===== src/logic/msfc_consts.svh =====
`ifndef MSFC_CONSTS_SVH
`define MSFC_CONSTS_SVH

// Register map on the management port
`define MSFC_ADDR_CTRL1 8'hbc
`define MSFC_ADDR_CTRL2 8'hbd
`define MSFC_RESET_CTRL 8'h00
`define MSFC_RD_UNMAPPED 8'h00
`define MSFC_C1_WR_MASK 8'h7f

// Control register one fields
`define MSFC_C1_HYST 2:0
`define MSFC_C1_LIM_Z1 3
`define MSFC_C1_LIM_Z2 4
`define MSFC_C1_FAN_Z1 5
`define MSFC_C1_FAN_Z2 6
`define MSFC_C1_RES 7

// Control register two fields
`define MSFC_C2_TACH 3:0
`define MSFC_C2_TACH1 0
`define MSFC_C2_TACH2 1
`define MSFC_C2_TACH3 2
`define MSFC_C2_TACH4 3
`define MSFC_C2_LUT_A 4
`define MSFC_C2_LUT_B 5
`define MSFC_C2_VID 7:6

// Voltage-ID decode modes
`define MSFC_VID_6BIT 2'h0
`define MSFC_VID_7BIT_EXT 2'h1
`define MSFC_VID_7BIT_LO 2'h2
`define MSFC_VID_7BIT_HI 2'h3

// Datapath shape
`define MSFC_ZONES 4
`define MSFC_ZONES_PER_GRP 2
`define MSFC_TW 8
`define MSFC_VCH 16
`define MSFC_VW 8
`define MSFC_VOLT_MASK 8'hff

`endif


===== src/logic/msfc_pkg.sv =====
`default_nettype none
package msfc_pkg;

   typedef struct packed {
      logic [7:0] ctrl1;
      logic [7:0] ctrl2;
      logic [7:0] rdata;
      logic rvalid;
      logic [31:0] limit_temp;
      logic [31:0] fanctl_temp;
      logic [6:0] vid_a;
      logic [6:0] vid_b;
      logic vid_fine;
   } msfc_state_t;

   typedef struct packed {
      logic err;
   } msfc_cmp_state_t;

endpackage : msfc_pkg
`default_nettype wire


===== src/logic/msfc_ctrl.sv =====
// Contract
// - The 3-bit hysteresis field of control register one applies to every voltage high and low limit check.
// - One step of the hysteresis field equals one converter count of the channel compared.
// - Bit 3 of control register one selects filtered temperature for zone 1a/1b limit compares.
// - Bit 4 of control register one selects filtered temperature for zone 2a/2b limit compares.
// - Bit 5 of control register one feeds filtered zone 1a/1b temperature to fan control.
// - Bit 6 of control register one feeds filtered zone 2a/2b temperature to fan control.
// - Bits 3:0 of control register two enable smart tach for tach inputs one to four.
// - Bit 4 of control register two sets half-degree resolution for lookup tables one and two.
// - Bit 5 of control register two sets half-degree resolution for lookup tables three and four.
// - Bits 7:6 of control register two select the voltage-ID decode for both value paths.
// - Decode modes: 00 six bits coarse, 01 seven bits fine, 10 bits 6:0, 11 bits 7:1 coarse.
`timescale 1ns/10ps
`default_nettype none
`include "msfc_consts.svh"

module msfc_ctrl
   import msfc_pkg::*;
(
   input wire logic clock_in,
   input wire logic sys_rst_in,
   // Register port from the serial management engine
   input wire logic [7:0] reg_addr_in,
   input wire logic reg_wr_in,
   input wire logic [7:0] reg_wdata_in,
   input wire logic reg_rd_in,
   output logic [7:0] reg_rdata_out,
   output logic reg_rvalid_out,
   // Zone temperatures, bytes 1a, 1b, 2a, 2b from low to high
   input wire logic [31:0] temp_raw_in,
   input wire logic [31:0] temp_filt_in,
   output logic [31:0] limit_temp_out,
   output logic [31:0] fanctl_temp_out,
   // Voltage channels, one byte each
   input wire logic [127:0] volt_reading_in,
   input wire logic [127:0] volt_low_in,
   input wire logic [127:0] volt_high_in,
   output logic [15:0] volt_err_out,
   output logic [2:0] volt_hyst_sel_out,
   // Fan control configuration
   output logic smart_tach_en_1_out,
   output logic smart_tach_en_2_out,
   output logic smart_tach_en_3_out,
   output logic smart_tach_en_4_out,
   output logic lut_pair_a_half_deg_out,
   output logic lut_pair_b_half_deg_out,
   // Processor voltage-ID decode
   input wire logic [7:0] cpu_a_vid_pins_in,
   input wire logic [7:0] cpu_b_vid_pins_in,
   output logic [1:0] voltage_id_decode_sel_out,
   output logic [6:0] cpu_a_voltage_id_value_out,
   output logic [6:0] cpu_b_voltage_id_value_out,
   output logic vid_step_fine_out
);

   msfc_state_t state_reg;
   msfc_state_t state_next;

   ////////////////////////////////////////////////////////////////////////////
   // Voltage-ID decode; unused pins are forced to zero per mode
   function automatic logic [6:0] msfc_vid_decode(input logic [1:0] sel,
                                                  input logic [7:0] pins);
      logic [6:0] code;
      code = 7'h00;
      case (sel)
         `MSFC_VID_6BIT: begin
            code = {1'b0, pins[5:0]};
         end
         `MSFC_VID_7BIT_EXT: begin
            code = pins[6:0];
         end
         `MSFC_VID_7BIT_LO: begin
            code = pins[6:0];
         end
         `MSFC_VID_7BIT_HI: begin
            code = pins[7:1];
         end
         default: begin
            code = 7'h00;
         end
      endcase
      return code;
   endfunction : msfc_vid_decode

   ////////////////////////////////////////////////////////////////////////////
   always_comb begin
      state_next = state_reg;

      // Register writes; reserved bit 7 is masked off
      if (reg_wr_in && (reg_addr_in == `MSFC_ADDR_CTRL1)) begin
         state_next.ctrl1 = reg_wdata_in & `MSFC_C1_WR_MASK;
      end
      if (reg_wr_in && (reg_addr_in == `MSFC_ADDR_CTRL2)) begin
         state_next.ctrl2 = reg_wdata_in;
      end

      // A read in the same cycle as a write returns the old contents
      state_next.rvalid = reg_rd_in;
      state_next.rdata = state_reg.rdata;
      if (reg_rd_in) begin
         case (reg_addr_in)
            `MSFC_ADDR_CTRL1: begin
               state_next.rdata = state_reg.ctrl1 & `MSFC_C1_WR_MASK;
            end
            `MSFC_ADDR_CTRL2: begin
               state_next.rdata = state_reg.ctrl2;
            end
            default: begin
               state_next.rdata = `MSFC_RD_UNMAPPED;
            end
         endcase
      end

      // Filter selection per zone group; the filtered input is only meaningful
      // while the smoothing enables elsewhere are kept clear
      for (int i = 0; i < `MSFC_ZONES; i++) begin
         if (i < `MSFC_ZONES_PER_GRP) begin
            state_next.limit_temp[i*`MSFC_TW +: `MSFC_TW] =
               state_reg.ctrl1[`MSFC_C1_LIM_Z1] ? temp_filt_in[i*`MSFC_TW +: `MSFC_TW]
                                                : temp_raw_in[i*`MSFC_TW +: `MSFC_TW];
            state_next.fanctl_temp[i*`MSFC_TW +: `MSFC_TW] =
               state_reg.ctrl1[`MSFC_C1_FAN_Z1] ? temp_filt_in[i*`MSFC_TW +: `MSFC_TW]
                                                : temp_raw_in[i*`MSFC_TW +: `MSFC_TW];
         end else begin
            state_next.limit_temp[i*`MSFC_TW +: `MSFC_TW] =
               state_reg.ctrl1[`MSFC_C1_LIM_Z2] ? temp_filt_in[i*`MSFC_TW +: `MSFC_TW]
                                                : temp_raw_in[i*`MSFC_TW +: `MSFC_TW];
            state_next.fanctl_temp[i*`MSFC_TW +: `MSFC_TW] =
               state_reg.ctrl1[`MSFC_C1_FAN_Z2] ? temp_filt_in[i*`MSFC_TW +: `MSFC_TW]
                                                : temp_raw_in[i*`MSFC_TW +: `MSFC_TW];
         end
      end

      // Both processors share one decode mode
      state_next.vid_a = msfc_vid_decode(state_reg.ctrl2[`MSFC_C2_VID], cpu_a_vid_pins_in);
      state_next.vid_b = msfc_vid_decode(state_reg.ctrl2[`MSFC_C2_VID], cpu_b_vid_pins_in);
      state_next.vid_fine = (state_reg.ctrl2[`MSFC_C2_VID] == `MSFC_VID_7BIT_EXT) ||
                            (state_reg.ctrl2[`MSFC_C2_VID] == `MSFC_VID_7BIT_LO);
   end

   always_ff @(posedge clock_in) begin
      if (sys_rst_in) begin
         state_reg <= '0;
      end else begin
         state_reg <= state_next;
      end
   end

   ////////////////////////////////////////////////////////////////////////////
   // One hysteresis comparator per voltage channel
   genvar ch;
   generate
      for (ch = 0; ch < `MSFC_VCH; ch++) begin : g_volt
         msfc_volt_cmp u_cmp (
            .clock_in(clock_in),
            .sys_rst_in(sys_rst_in),
            .reading_in(volt_reading_in[ch*`MSFC_VW +: `MSFC_VW]),
            .low_in(volt_low_in[ch*`MSFC_VW +: `MSFC_VW]),
            .high_in(volt_high_in[ch*`MSFC_VW +: `MSFC_VW]),
            .hyst_in(state_reg.ctrl1[`MSFC_C1_HYST]),
            .err_out(volt_err_out[ch])
         );
      end
   endgenerate

   ////////////////////////////////////////////////////////////////////////////
   assign reg_rdata_out = state_reg.rdata;
   assign reg_rvalid_out = state_reg.rvalid;
   assign limit_temp_out = state_reg.limit_temp;
   assign fanctl_temp_out = state_reg.fanctl_temp;
   assign volt_hyst_sel_out = state_reg.ctrl1[`MSFC_C1_HYST];
   // Smart tach must not be driven at the fastest PWM rate; this block cannot
   // see the PWM setup, so keeping that safe is left to software
   assign smart_tach_en_1_out = state_reg.ctrl2[`MSFC_C2_TACH1];
   assign smart_tach_en_2_out = state_reg.ctrl2[`MSFC_C2_TACH2];
   assign smart_tach_en_3_out = state_reg.ctrl2[`MSFC_C2_TACH3];
   assign smart_tach_en_4_out = state_reg.ctrl2[`MSFC_C2_TACH4];
   assign lut_pair_a_half_deg_out = state_reg.ctrl2[`MSFC_C2_LUT_A];
   assign lut_pair_b_half_deg_out = state_reg.ctrl2[`MSFC_C2_LUT_B];
   assign voltage_id_decode_sel_out = state_reg.ctrl2[`MSFC_C2_VID];
   assign cpu_a_voltage_id_value_out = state_reg.vid_a;
   assign cpu_b_voltage_id_value_out = state_reg.vid_b;
   assign vid_step_fine_out = state_reg.vid_fine;
endmodule : msfc_ctrl
`default_nettype wire


===== src/logic/msfc_volt_cmp.sv =====
`timescale 1ns/10ps
`default_nettype none
`include "msfc_consts.svh"

module msfc_volt_cmp
   import msfc_pkg::*;
(
   input wire logic clock_in,
   input wire logic sys_rst_in,
   input wire logic [7:0] reading_in,
   input wire logic [7:0] low_in,
   input wire logic [7:0] high_in,
   input wire logic [2:0] hyst_in,
   output logic err_out
);

   msfc_cmp_state_t state_reg;
   msfc_cmp_state_t state_next;
   logic [8:0] high_ext;
   logic [8:0] low_ext;
   logic [8:0] read_ext;
   logic [8:0] hyst_ext;
   logic over;
   logic under;
   logic clear_ok;

   ////////////////////////////////////////////////////////////////////////////
   // Hysteresis counts raw converter steps, so widen by one bit to avoid wrap
   assign high_ext = {1'b0, high_in};
   assign low_ext = {1'b0, low_in};
   assign read_ext = {1'b0, reading_in};
   assign hyst_ext = {6'h00, hyst_in};

   assign over = (reading_in > high_in) && (high_in != `MSFC_VOLT_MASK);
   assign under = (reading_in < low_in) && (high_in != `MSFC_VOLT_MASK);
   // Removed once inside both limits by more than the hysteresis, or when the channel is masked
   assign clear_ok = ((read_ext + hyst_ext) < high_ext) &&
                     (read_ext > (low_ext + hyst_ext));

   always_comb begin
      state_next = state_reg;
      if (over || under) begin
         state_next.err = 1'b1;
      end else if (clear_ok || (high_in == `MSFC_VOLT_MASK)) begin
         state_next.err = 1'b0;
      end
   end

   always_ff @(posedge clock_in) begin
      if (sys_rst_in) begin
         state_reg <= '0;
      end else begin
         state_reg <= state_next;
      end
   end

   assign err_out = state_reg.err;
endmodule : msfc_volt_cmp
`default_nettype wire

===== config.mk =====
export PLATFORM = sky130hd
export DESIGN_NAME = msfc_ctrl
export DESIGN_NICKNAME = d
export VERILOG_FILES = /design/src/logic/msfc_pkg.sv /design/src/logic/msfc_ctrl.sv /design/src/logic/msfc_volt_cmp.sv
export VERILOG_INCLUDE_DIRS = /design/src /design/src/logic
export SDC_FILE = /design/constraint.sdc
export NUM_CORES = 1
export LEC_CHECK = 0
export BUFFER_PORTS_ARGS = -buffer_cell sky130_fd_sc_hd__buf_2
export CAP_MARGIN = 20
export CORE_AREA = 5 5 230 232
export CTS_BUF_LIST = sky130_fd_sc_hd__clkbuf_8
export DETAILED_ROUTE_END_ITERATION = 7
export DIE_AREA = 0 0 235 237
export MAX_ROUTING_LAYER = met4
export PLACE_DENSITY = 0.69
export SYNTH_ARGS = -nofsm -noshare
export SYNTH_HDL_FRONTEND = slang
export SYNTH_HIERARCHICAL = 1
export SYNTH_SLANG_ARGS = --single-unit
export TNS_END_PERCENT = 5

===== constraint.sdc =====
create_clock -name clock_in -period 11.6 [get_ports clock_in]
set_input_delay 0.58 -clock clock_in [delete_from_list [all_inputs] [get_ports clock_in]]
set_output_delay 0.58 -clock clock_in [all_outputs]
set_load 0.01 [all_outputs]

# Yosys cells after proc, flatten, opt, wreduce, memory -nomap -nowiden
# Cells that the tools add are included.
[op_classes]
n_eq_ne = 37
add_sub_neg = 32
n_lt_le_gt_ge = 64
reduce_logical = 101
muxes = 43
[ops]
columns = ["cell", "n"]
rows = [
  ["$add A8 B3 Y9", 32],
  ["$eq A8 B8 Y1 const B", 18],
  ["$gt A8 B9 Y1", 16],
  ["$lt A9 B8 Y1", 16],
  ["$gt A8 B8 Y1", 16],
  ["$lt A8 B8 Y1", 16],
  ["$ne A8 B8 Y1 const B", 16],
  ["$mux W8", 8],
  ["$logic_and A1 B1 Y1", 50],
  ["$pmux W7 S3", 2],
  ["$logic_or A1 B1 Y1", 33],
  ["$mux W1", 32],
  ["$reduce_bool A2 Y1", 16],
  ["$pmux W8 S2", 1],
  ["$eq A2 B2 Y1 const B", 2],
  ["$eq A2 B1 Y1 const B", 1],
  ["$logic_not A2 Y1", 1],
  ["$reduce_or A2 Y1", 1],
]
[totals]
input_bits = 484
out_inout_bits = 115
ff_bits = 119
elab_cells = 302

# Depth between registers and ports, before layout
# Gate-level depths: netlist of run 1.
[depth]
depth_word = 6
ltp_mapped = 12
mapped_depth_nobuf = 12

# By module
# Netlist of run 1, hierarchy kept.
[by_module_without_submodules]
columns = ["mod", "cells_per_inst", "n_inst", "area_per_inst_um2"]
rows = [
  ["msfc_volt_cmp (g_volt[0].u_cmp ...)", 137, 15, 1096.1],
  ["msfc_ctrl", 459, 1, 4573.1],
  ["msfc_volt_cmp (g_volt[13].u_cmp)", 141, 1, 1136.1],
]

# Worst setup path after synthesis of run 1
# Ideal clock, no wire load.
[synth_path]
kind = "reg2reg"
start = "reg state_reg, in the netlist volt_hyst_sel_out[1]"
end = "reg g_volt[0].u_cmp.state_reg"
path_buffers = 0
arrival_ns = 3.689
stages_incl_launch_ff = 12
slack_ns = 7.779
setup_time_ns = 0.132
path_cell_list = "dfxtp_1 -> inv_1 -> fa_1 -> nor2b_1 -> o21ai_0 -> xnor2_1 -> ha_1 -> a21o_1 -> a21o_2 -> a221o_1 -> a2111oi_2 -> o211ai_1"
[synth_via]
elab_chain_len = 5
word_cells_on_any_way = 7
classes_between = "2 x add/sub; 2 x order compare; 3 x reduce/logical"
[synth_rtl]
columns = ["element", "line", "rtl"]
rows = [
  ["start: declaration", "msfc_ctrl.sv:56", "msfc_state_t state_reg;"],
  ["start signal: assignment", "msfc_ctrl.sv:145", "state_reg <= state_next;"],
  ["$add A8 B3 Y9 (on tied branches)", "msfc_volt_cmp.sv:37, msfc_volt_cmp.sv:38", ""],
  ["$lt A9 B8 Y1 / $gt A8 B9 Y1 (equally long branches)", "msfc_volt_cmp.sv:37, msfc_volt_cmp.sv:38", ""],
  ["$logic_and A1 B1 Y1 *", "msfc_volt_cmp.sv:37", "assign clear_ok = ((read_ext + hyst_ext) < high_ext) &&"],
  ["$logic_or A1 B1 Y1 *", "msfc_volt_cmp.sv:44", "end else if (clear_ok || (high_in == `MSFC_VOLT_MASK)) begin"],
  ["$reduce_bool A2 Y1 (no source line) *", "n/a", ""],
  ["end signal: assignment", "msfc_volt_cmp.sv:53", "state_reg <= state_next;"],
  ["end: declaration", "msfc_volt_cmp.sv:17", "msfc_cmp_state_t state_reg;"],
]
# Mark *: on every way between the ends. The rest lies on a longest branch, timed or not.
# A chain may end at the register's enable or synchronous reset.

# Worst setup path after layout of run 1
[layout_path]
start = "reg state_reg, in the netlist volt_hyst_sel_out[1]"
end = "reg g_volt[15].u_cmp.state_reg"
[layout_via]
elab_chain_len = 5
word_cells_on_any_way = 7
classes_between = "2 x add/sub; 2 x order compare; 3 x reduce/logical"
[layout_rtl]
columns = ["element", "line"]
rows = [
  ["$add A8 B3 Y9 (on tied branches)", "msfc_volt_cmp.sv:37, msfc_volt_cmp.sv:38"],
  ["$lt A9 B8 Y1 / $gt A8 B9 Y1 (equally long branches)", "msfc_volt_cmp.sv:37, msfc_volt_cmp.sv:38"],
  ["$logic_and A1 B1 Y1 *", "msfc_volt_cmp.sv:37"],
  ["$logic_or A1 B1 Y1 *", "msfc_volt_cmp.sv:44"],
  ["$reduce_bool A2 Y1 (no source line) *", "n/a"],
  ["end signal: assignment", "msfc_volt_cmp.sv:53"],
  ["end: declaration", "msfc_volt_cmp.sv:17"],
]
# Marks and branches as above.

==> results of run 1 <==
cell usage in the layout, fill, tap and decap left out, types with 48 or more instances in the layout:
cell | Yosys | routed
a21o_1 | 94 | 94
a21oi_1 | 153 | 153
buf_2 | 10 | 597
dfxtp_1 | 119 | 116
ha_1 | 578 | 578
inv_1 | 322 | 322
mux2i_1 | 80 | 80
nand2_1 | 113 | 113
nand2b_1 | 62 | 62
nand4_1 | 119 | 119
nor2_1 | 174 | 174
nor2b_1 | 64 | 64
o211ai_1 | 60 | 60
o21ai_0 | 82 | 82
xnor2_1 | 144 | 144
xor2_1 | 48 | 48
cell usage after synthesis, types with 16 or more instances:
cell	number	area share, %
a21o_1	94	3.2
a21oi_1	153	3.5
a22oi_1	30	1.0
a31oi_1	32	0.90
and3_1	17	0.48
buf_4	96	3.3
dfxtp_1	119	11
fa_1	32	2.9
ha_1	578	33
inv_1	322	5.5
mux2i_1	80	3.6
nand2_1	113	1.9
nand2b_1	62	1.8
nand3_1	16	0.36
nand4_1	119	3.4
nor2_1	174	2.9
nor2b_1	64	1.8
nor3_1	19	0.43
nor4_1	16	0.45
o2111ai_1	31	1.2
o211ai_1	60	2.0
o21ai_0	82	1.9
o221ai_1	30	1.2
xnor2_1	144	5.7
xor2_1	48	1.9
layout make-up:
type	count	area (µm²)
Timing Repair Buffer	602	3030
Clock inverter	15	159
Fill cell	4959	25100
Antenna cell	18	45.0
Inverter	322	1210
Tap cell	680	851
Multi-Input combinational cell	2096	17700
Sequential cell	119	2390
Clock buffer	17	234
power groups by stage:
stage,Combinational [mW],Sequential [mW],Clock (mW)
global route,0.780,0.446,0.450
finish,0.687,0.443,0.420
detailed placement,0.682,0.452,0
global placement,0.673,0.452,0
CTS,0.686,0.443,0.441
floorplan,0.422,0.455,0
layer usage:
layer | vias to the layer above | track usage [%] | wire length [µm] | part of all wire, %
met5 | - | - | 0 | 0
met4 | 0 | 6.37 | 1350 | 2.0
met3 | 86 | 4.51 | 4030 | 5.9
met2 | 601 | 39.0 | 31400 | 46
met1 | 9644 | 31.1 | 31100 | 46
li1 | 10600 | - | - | -
critical path: cells and delay by family, from the launching register on:
family / cells / cell delay, ns
adders and majority gates: 2 / 0.76
xor gates and xnor gates: 1 / 0.15
AOI/OAI and AO/OA: 6 / 1.36
DFF: 1 / 0.73
buffers and inverters: 2 / 0.68
and+or+nand+nor: 1 / 0.16
path summary, 6_finish.rpt:
| check | startpoint | endpoint | slack (ns) | cells after the start |
|---|---|---|---|---|
| hold reg to reg | reg_rdata_out[6]$_SDFFE_PP0P_ | reg_rdata_out[6]$_SDFFE_PP0P_ | 0.47 | 2 |
| setup reg to reg | volt_hyst_sel_out[1]$_SDFFE_PP0P_ | g_volt[15].u_cmp/err_out$_SDFFE_PP0P_ | 7.61 | 12 |
| setup / recovery | volt_hyst_sel_out[1]$_SDFFE_PP0P_ | g_volt[15].u_cmp/err_out$_SDFFE_PP0P_ | 7.61 | 12 |
| hold / removal | temp_raw_in[16] | fanctl_temp_out[16]$_SDFF_PP0_ | 0.30 | 3 |
cells by family (layout without fill, tap and decap cells):
logic type,Yosys count,after routing,share of synthesized area [%]
buffers and inverters,440,956,9.21
other,0,18,0
xor gates and xnor gates,192,192,7.59
AOI/OAI and AO/OA,598,598,18.9
DFF,119,119,10.8
adders and majority gates,610,610,35.5
and+or+nand+nor,609,609,14.0
muxes,87,87,3.97
==> out/qor.txt, run 1 <==
WL/cell = 17.6 µm
RD Place Congestion = 0.985
setup TNS = 0 ns
Setup CP Type = reg2reg
vias in the first global route = 20800
min Tclk post-route = 3.99 ns
Hold Path Class = in2reg
crit end category = register
Inserted Clock Buffers = 17
layout cell share with drive strength beyond 1 = 22.0%
CP max FO = 27
Synth Instances = 2655
CTS tree = built
area of the die = 0.0557 mm²
Non-Filler Instances = 3869
# H-tree levels = 4
Crit path largest cell delay = 0.73 ns
startpoint types = register
Post-Syn Area = 0.0221 mm²
area grow syn2layout = 15.7%
register area share after synthesis = 10.8%
DP HPWL = 58300 µm
clock share of power = 27.1%
Initial Util = 43.6%
Final Skew = 0.0451 ns
DIE WIDTH = 235 µm
post-CTS sizing = 0
Syn Area/Cell = 8.34 µm²
switching share of power = 40.6%
hold_ws = 0.300 ns
EDFF count, synth = 0
Warnings, synthesis = 6
ANT nets after route = 0
1st-pass router iterations = 5
RSZ-0062 raised after global routing = false
Total Power = 1.55 mW
total number of vias = 20900
clk buf depth = 2
Layout Cell Area excl Fill = 0.0256 mm²
Mapped Nets = 3749
max-slew violation count = 0
# nets final = 4252
largest net degree at the start of global routing = 79
ys async rst share = 0%
Root Driver = clkbuf_8
# IOs = 599
final period utilization = 34.4%
Area after DPL = 0.0252 mm²
core box area = 0.0508 mm²
overall routed net length = 67900 µm
first-pass GRT wire length = 108000 µm
Setup violations, final = 0
FP Rows = 83
CTS Hold Buffers Added = 0
Post-synth top flop = dfxtp_1
final hold viol count = 0
Seq pwr share = 28.6%
grt total ovfl = 0
status = completed
CP max-delay cell = dfxtp_2
GRT Util Overall = 24.1%
DRC viols = 0
Post-CTS Setup Bufs = 0
P_int = 0.921 mW
Clock transition at path regs = 0.11 ns
Seq cells post-synth = 119
die height = 237 µm
crit path DAT = 4.39 ns
switching power total = 0.630 mW
iteration-0 DRC count of the detailed router = 984
Rel. slew slack = 25.9%
Placement Setup Slack = 7.59 ns
# placed instances = 3819
Worst-Skew Late Latency = 0.56 ns
Final Util = 50.5%
PortBufs = 598
ordered cell list for the critical path = buf_4 -> inv_1 -> fa_1 -> nor2b_1 -> o21ai_0 -> xnor2_1 -> ha_1 -> a21o_1 -> a21o_2 -> a221o_1 -> a2111oi_2 -> o211ai_1
Combinational Power Share = 44.3%
Max Cap Viol = 0
fmax = 0.251 GHz
worst path required time = 12.00 ns
Worst Tran Pin Value = 1.11 ns
initial antenna violation count = 15
Leak = 13.5 nW
Max IR drop VDD = 0.0736 mV
Vias/cell = 5.41
Distinct cells, synth = 50
Cell Pwr Density = 60.5 mW/mm²
Clock Sink Count = 119
Final WS setup = 7.61 ns
(Power assumes the default switching activity.)
==> run 2: changes to the inputs <==
- ABC_AREA: default -> 1
- CORE_AREA: 5 5 230 232 -> 5 5 231 233
- DIE_AREA: 0 0 235 237 -> 0 0 236 238
- PLACE_DENSITY: 0.69 -> 0.72
- clock period: 11.6 -> 3.76 ns (I/O delays scaled with it)
==> run 2 against run 1 <==
Flip-flop and latch count did not move. Critical path depth increased by 6. Count of clock-buffer cells in the layout unchanged. Sequential share of layout area fell by 0.96 points. Global-route usage rose by 2.0 points. Area after synthesis grew 7.2%. Highest routed layer unchanged.
==> out/qor.txt, run 2 <==
# nets final = 5267 (+24%)
# placed instances = 4706 (+23%)
Post-Syn Area = 0.0237 mm² (+7.2%)
post-CTS sizing = 0 (unchanged)
crit end category = register
area of the die = 0.0562 mm² (+0.85%)
setup TNS = 0 ns (unchanged)
most common cell after layout, fill and taps aside = nand2_1
Clock Sink Count = 119 (unchanged)
1st-pass router iterations = 5 (unchanged)
DIE WIDTH = 236 µm (+0.43%)
Worst Tran Pin Value = 0.803 ns (-0.307 ns)
ANT nets after route = 0 (unchanged)
switching power total = 2.14 mW (+240%)
layout cell share with drive strength beyond 1 = 19.6% (-2.5 points)
ordered cell list for the critical path = buf_4 -> ha_1 -> inv_1 -> fa_1 -> nor2_2 -> o21ai_2 -> or2_4 -> nand2_1 -> inv_1 -> ha_1 -> a21oi_1 -> nand2_1 -> nand2_1 -> nand2_1 -> nand2_1 -> nand3_2 -> nand2_2 -> a21oi_2
Root Driver = clkbuf_8
largest cells by area after synthesis = ha_1 30%, nand2_1 13%, inv_1 10%, dfxtp_1 10%, nor2_1 5.2%
Max Cap Viol = 0 (unchanged)
Setup violations, final = 0 (unchanged)
largest net degree at the start of global routing = 81 (+2.5%)
Rel. slew slack = 46.2% (+20 points)
Setup CP Type = reg2reg
initial antenna violation count = 28 (+13)
fmax = 0.339 GHz (+35%)
CTS tree = built
Max IR drop VDD = 0.222 mV (+200%)
RD Place Congestion = 0.962 (-2.3%)
Worst-Skew Late Latency = 0.57 ns (about the same)
Yosys top cell by area = ha_1
Post-synth top flop = dfxtp_1
RSZ-0062 raised after global routing = false
overall routed net length = 74300 µm (+9.5%)
Combinational Power Share = 46.5% (+2.2 points)
Final Skew = 0.0608 ns (+0.0157 ns)
Area after DPL = 0.0268 mm² (+6.5%)
first-pass GRT wire length = 118000 µm (+9.4%)
Synth Instances = 3542 (+33%)
Mapped Nets = 4636 (+24%)
min Tclk post-route = 2.95 ns (-1.04 ns)
WL/cell = 15.2 µm (-14%)
Hold Path Class = in2reg
ys async rst share = 0% (unchanged)
vias in the first global route = 23600 (+14%)
# IOs = 599 (unchanged)
worst path required time = 4.14 ns (-7.86 ns)
EDFF count, synth = 0 (unchanged)
Syn Area/Cell = 6.70 µm² (-20%)
Layout Cell Area excl Fill = 0.0286 mm² (+12%)
Clock transition at path regs = 0.11 ns (about the same)
total number of vias = 24400 (+17%)
Synth top area share = 30.5% (-2.2 points)
area grow syn2layout = 20.4%
register area share after synthesis = 10.0% (-0.72 points)
synth cell count leaders = 793 x nand2_1, 637 x inv_1, 578 x ha_1
Distinct cells, synth = 39 (-22%)
Most common cell on crit path = nand2_1
switching share of power = 43.2% (+2.6 points)
PortBufs = 598 (unchanged)
core box area = 0.0510 mm² (+0.41%)
# H-tree levels = 4 (unchanged)
clk buf depth = 2 (unchanged)
Vias/cell = 4.98 (-7.9%)
DRC viols = 0 (unchanged)
DP HPWL = 60300 µm (+3.4%)
crit path DAT = 3.32 ns (-1.07 ns)
hold_ws = 0.0488 ns (-0.252 ns)
Seq cells post-synth = 119 (unchanged)
CP max FO = 20 (-26%)
final period utilization = 78.4% (+44 points)
grt total ovfl = 0 (unchanged)
Initial Util = 46.6% (+2.9 points)
clock share of power = 26.0% (-1.1 points)
Non-Filler Instances = 4897 (+27%)
status = completed
Leak = 16.6 nW (+23%)
max-slew violation count = 0 (unchanged)
Seq pwr share = 27.4% (-1.2 points)
GRT Util Overall = 26.1% (+2.0 points)
FP Rows = 83 (unchanged)
most frequent cell after synthesis = nand2_1
P_int = 2.81 mW (+210%)
commonest non-fill, non-tap cells in the layout = 793 x nand2_1, 637 x inv_1, 598 x buf_2
Warnings, synthesis = 6 (unchanged)
Cell Pwr Density = 173 mW/mm² (+190%)
Inserted Clock Buffers = 17 (unchanged)
die height = 238 µm (+0.42%)
CP max-delay cell = fa_1
startpoint types = register
final hold viol count = 0 (unchanged)
Crit path largest cell delay = 0.41 ns (-0.32 ns)
iteration-0 DRC count of the detailed router = 1225 (+24%)
## run 2: cell types whose count changed after synthesis, moves of 46 or more
cell	change
mux2i_1	-80
o211ai_1	-60
nor2_1	+155
a21oi_1	+56
xor2_1	+63
nand3_1	+107
nand2_1	+680
nor2b_1	-64
nand2b_1	-62
nand4_1	-58
inv_1	+315
a21o_1	-94
xnor2_1	-97
o21ai_0	+46
## run 2: metal layers
metal  vias up  global-route usage [%]  share of wire (%)
li1      12600                       -                  -
met1     10800                    30.9                 42
met2       782                    44.4                 48
met3       194                    5.24                6.3
met4         0                    8.60                3.5
met5         -                       -                  0
## run 2: worst paths after layout
| kind | from | end | slack (ns) | cells past startpoint |
|---|---|---|---|---|
| max | volt_hyst_sel_out[0]$_SDFFE_PP0P_ | g_volt[4].u_cmp/err_out$_SDFFE_PP0P_ | 0.81 | 18 |
| min | temp_raw_in[3] | fanctl_temp_out[3]$_SDFF_PP0_ | 0.05 | 3 |
| max reg2reg | volt_hyst_sel_out[0]$_SDFFE_PP0P_ | g_volt[4].u_cmp/err_out$_SDFFE_PP0P_ | 0.81 | 18 |
| min reg2reg | g_volt[8].u_cmp/err_out$_SDFFE_PP0P_ | g_volt[8].u_cmp/err_out$_SDFFE_PP0P_ | 0.54 | 4 |
## run 2: power by group through the flow
stage	Sequential, mW	Combinational (mW)	Clock (mW)
3_3_place_gp	1.38	2.13	0
2_1_floorplan	1.39	1.41	0
5_1_grt	1.36	2.66	1.37
6_report	1.36	2.30	1.29
3_5_place_dp	1.38	2.17	0
4_1_cts	1.36	2.29	1.33
## run 2: worst max-delay path, delay by kind of cell, from the launching register on
kind	cells	cell delay, ns
compound gates	3	0.28
fa+ha+maj	3	0.93
buf+inv	3	0.41
flops	1	0.35
simple gates	9	0.83
## run 2: kinds of logic (layout without fill, tap and decap cells)
family	count (synthesis)	in the layout	share of synthesized area [%]
simple gates	1463	1463	27.1
buf+inv	778	1422	13.9
fa+ha+maj	610	610	33.2
compound gates	414	414	9.94
xor+xnor	158	158	5.83
flops	119	119	10.0
other cells	0	31	0
## run 2: what timing repair did
| action | in CTS | in global routing |
|---|---|---|
| buffers inserted | 0 | 0 |
| hold buffers | 126 | 1 |
| hold endpoints to repair | 94 | 1 |
## run 2: cell type report
type / count / area [µm²]
tap: 680 / 851
clock inverter: 15 / 158
inverter: 658 / 2470
clock buffer: 17 / 234
timing repair buffer: 732 / 4350
sequential: 119 / 2390
fill: 4893 / 22400
multi-input combinational: 2645 / 18100
antenna: 31 / 77.6
## run 2: per-stage QoR
step                      worst slack, ns  utilization (%)  power (mW)
after detailed placement            0.797             52.6        3.56
after global placement              0.883             52.6        3.51
after global routing                0.489             56.0        5.40
after CTS                           0.790             55.9        4.97
after floorplan                     0.439                -        2.79
final                               0.814             56.1        4.95
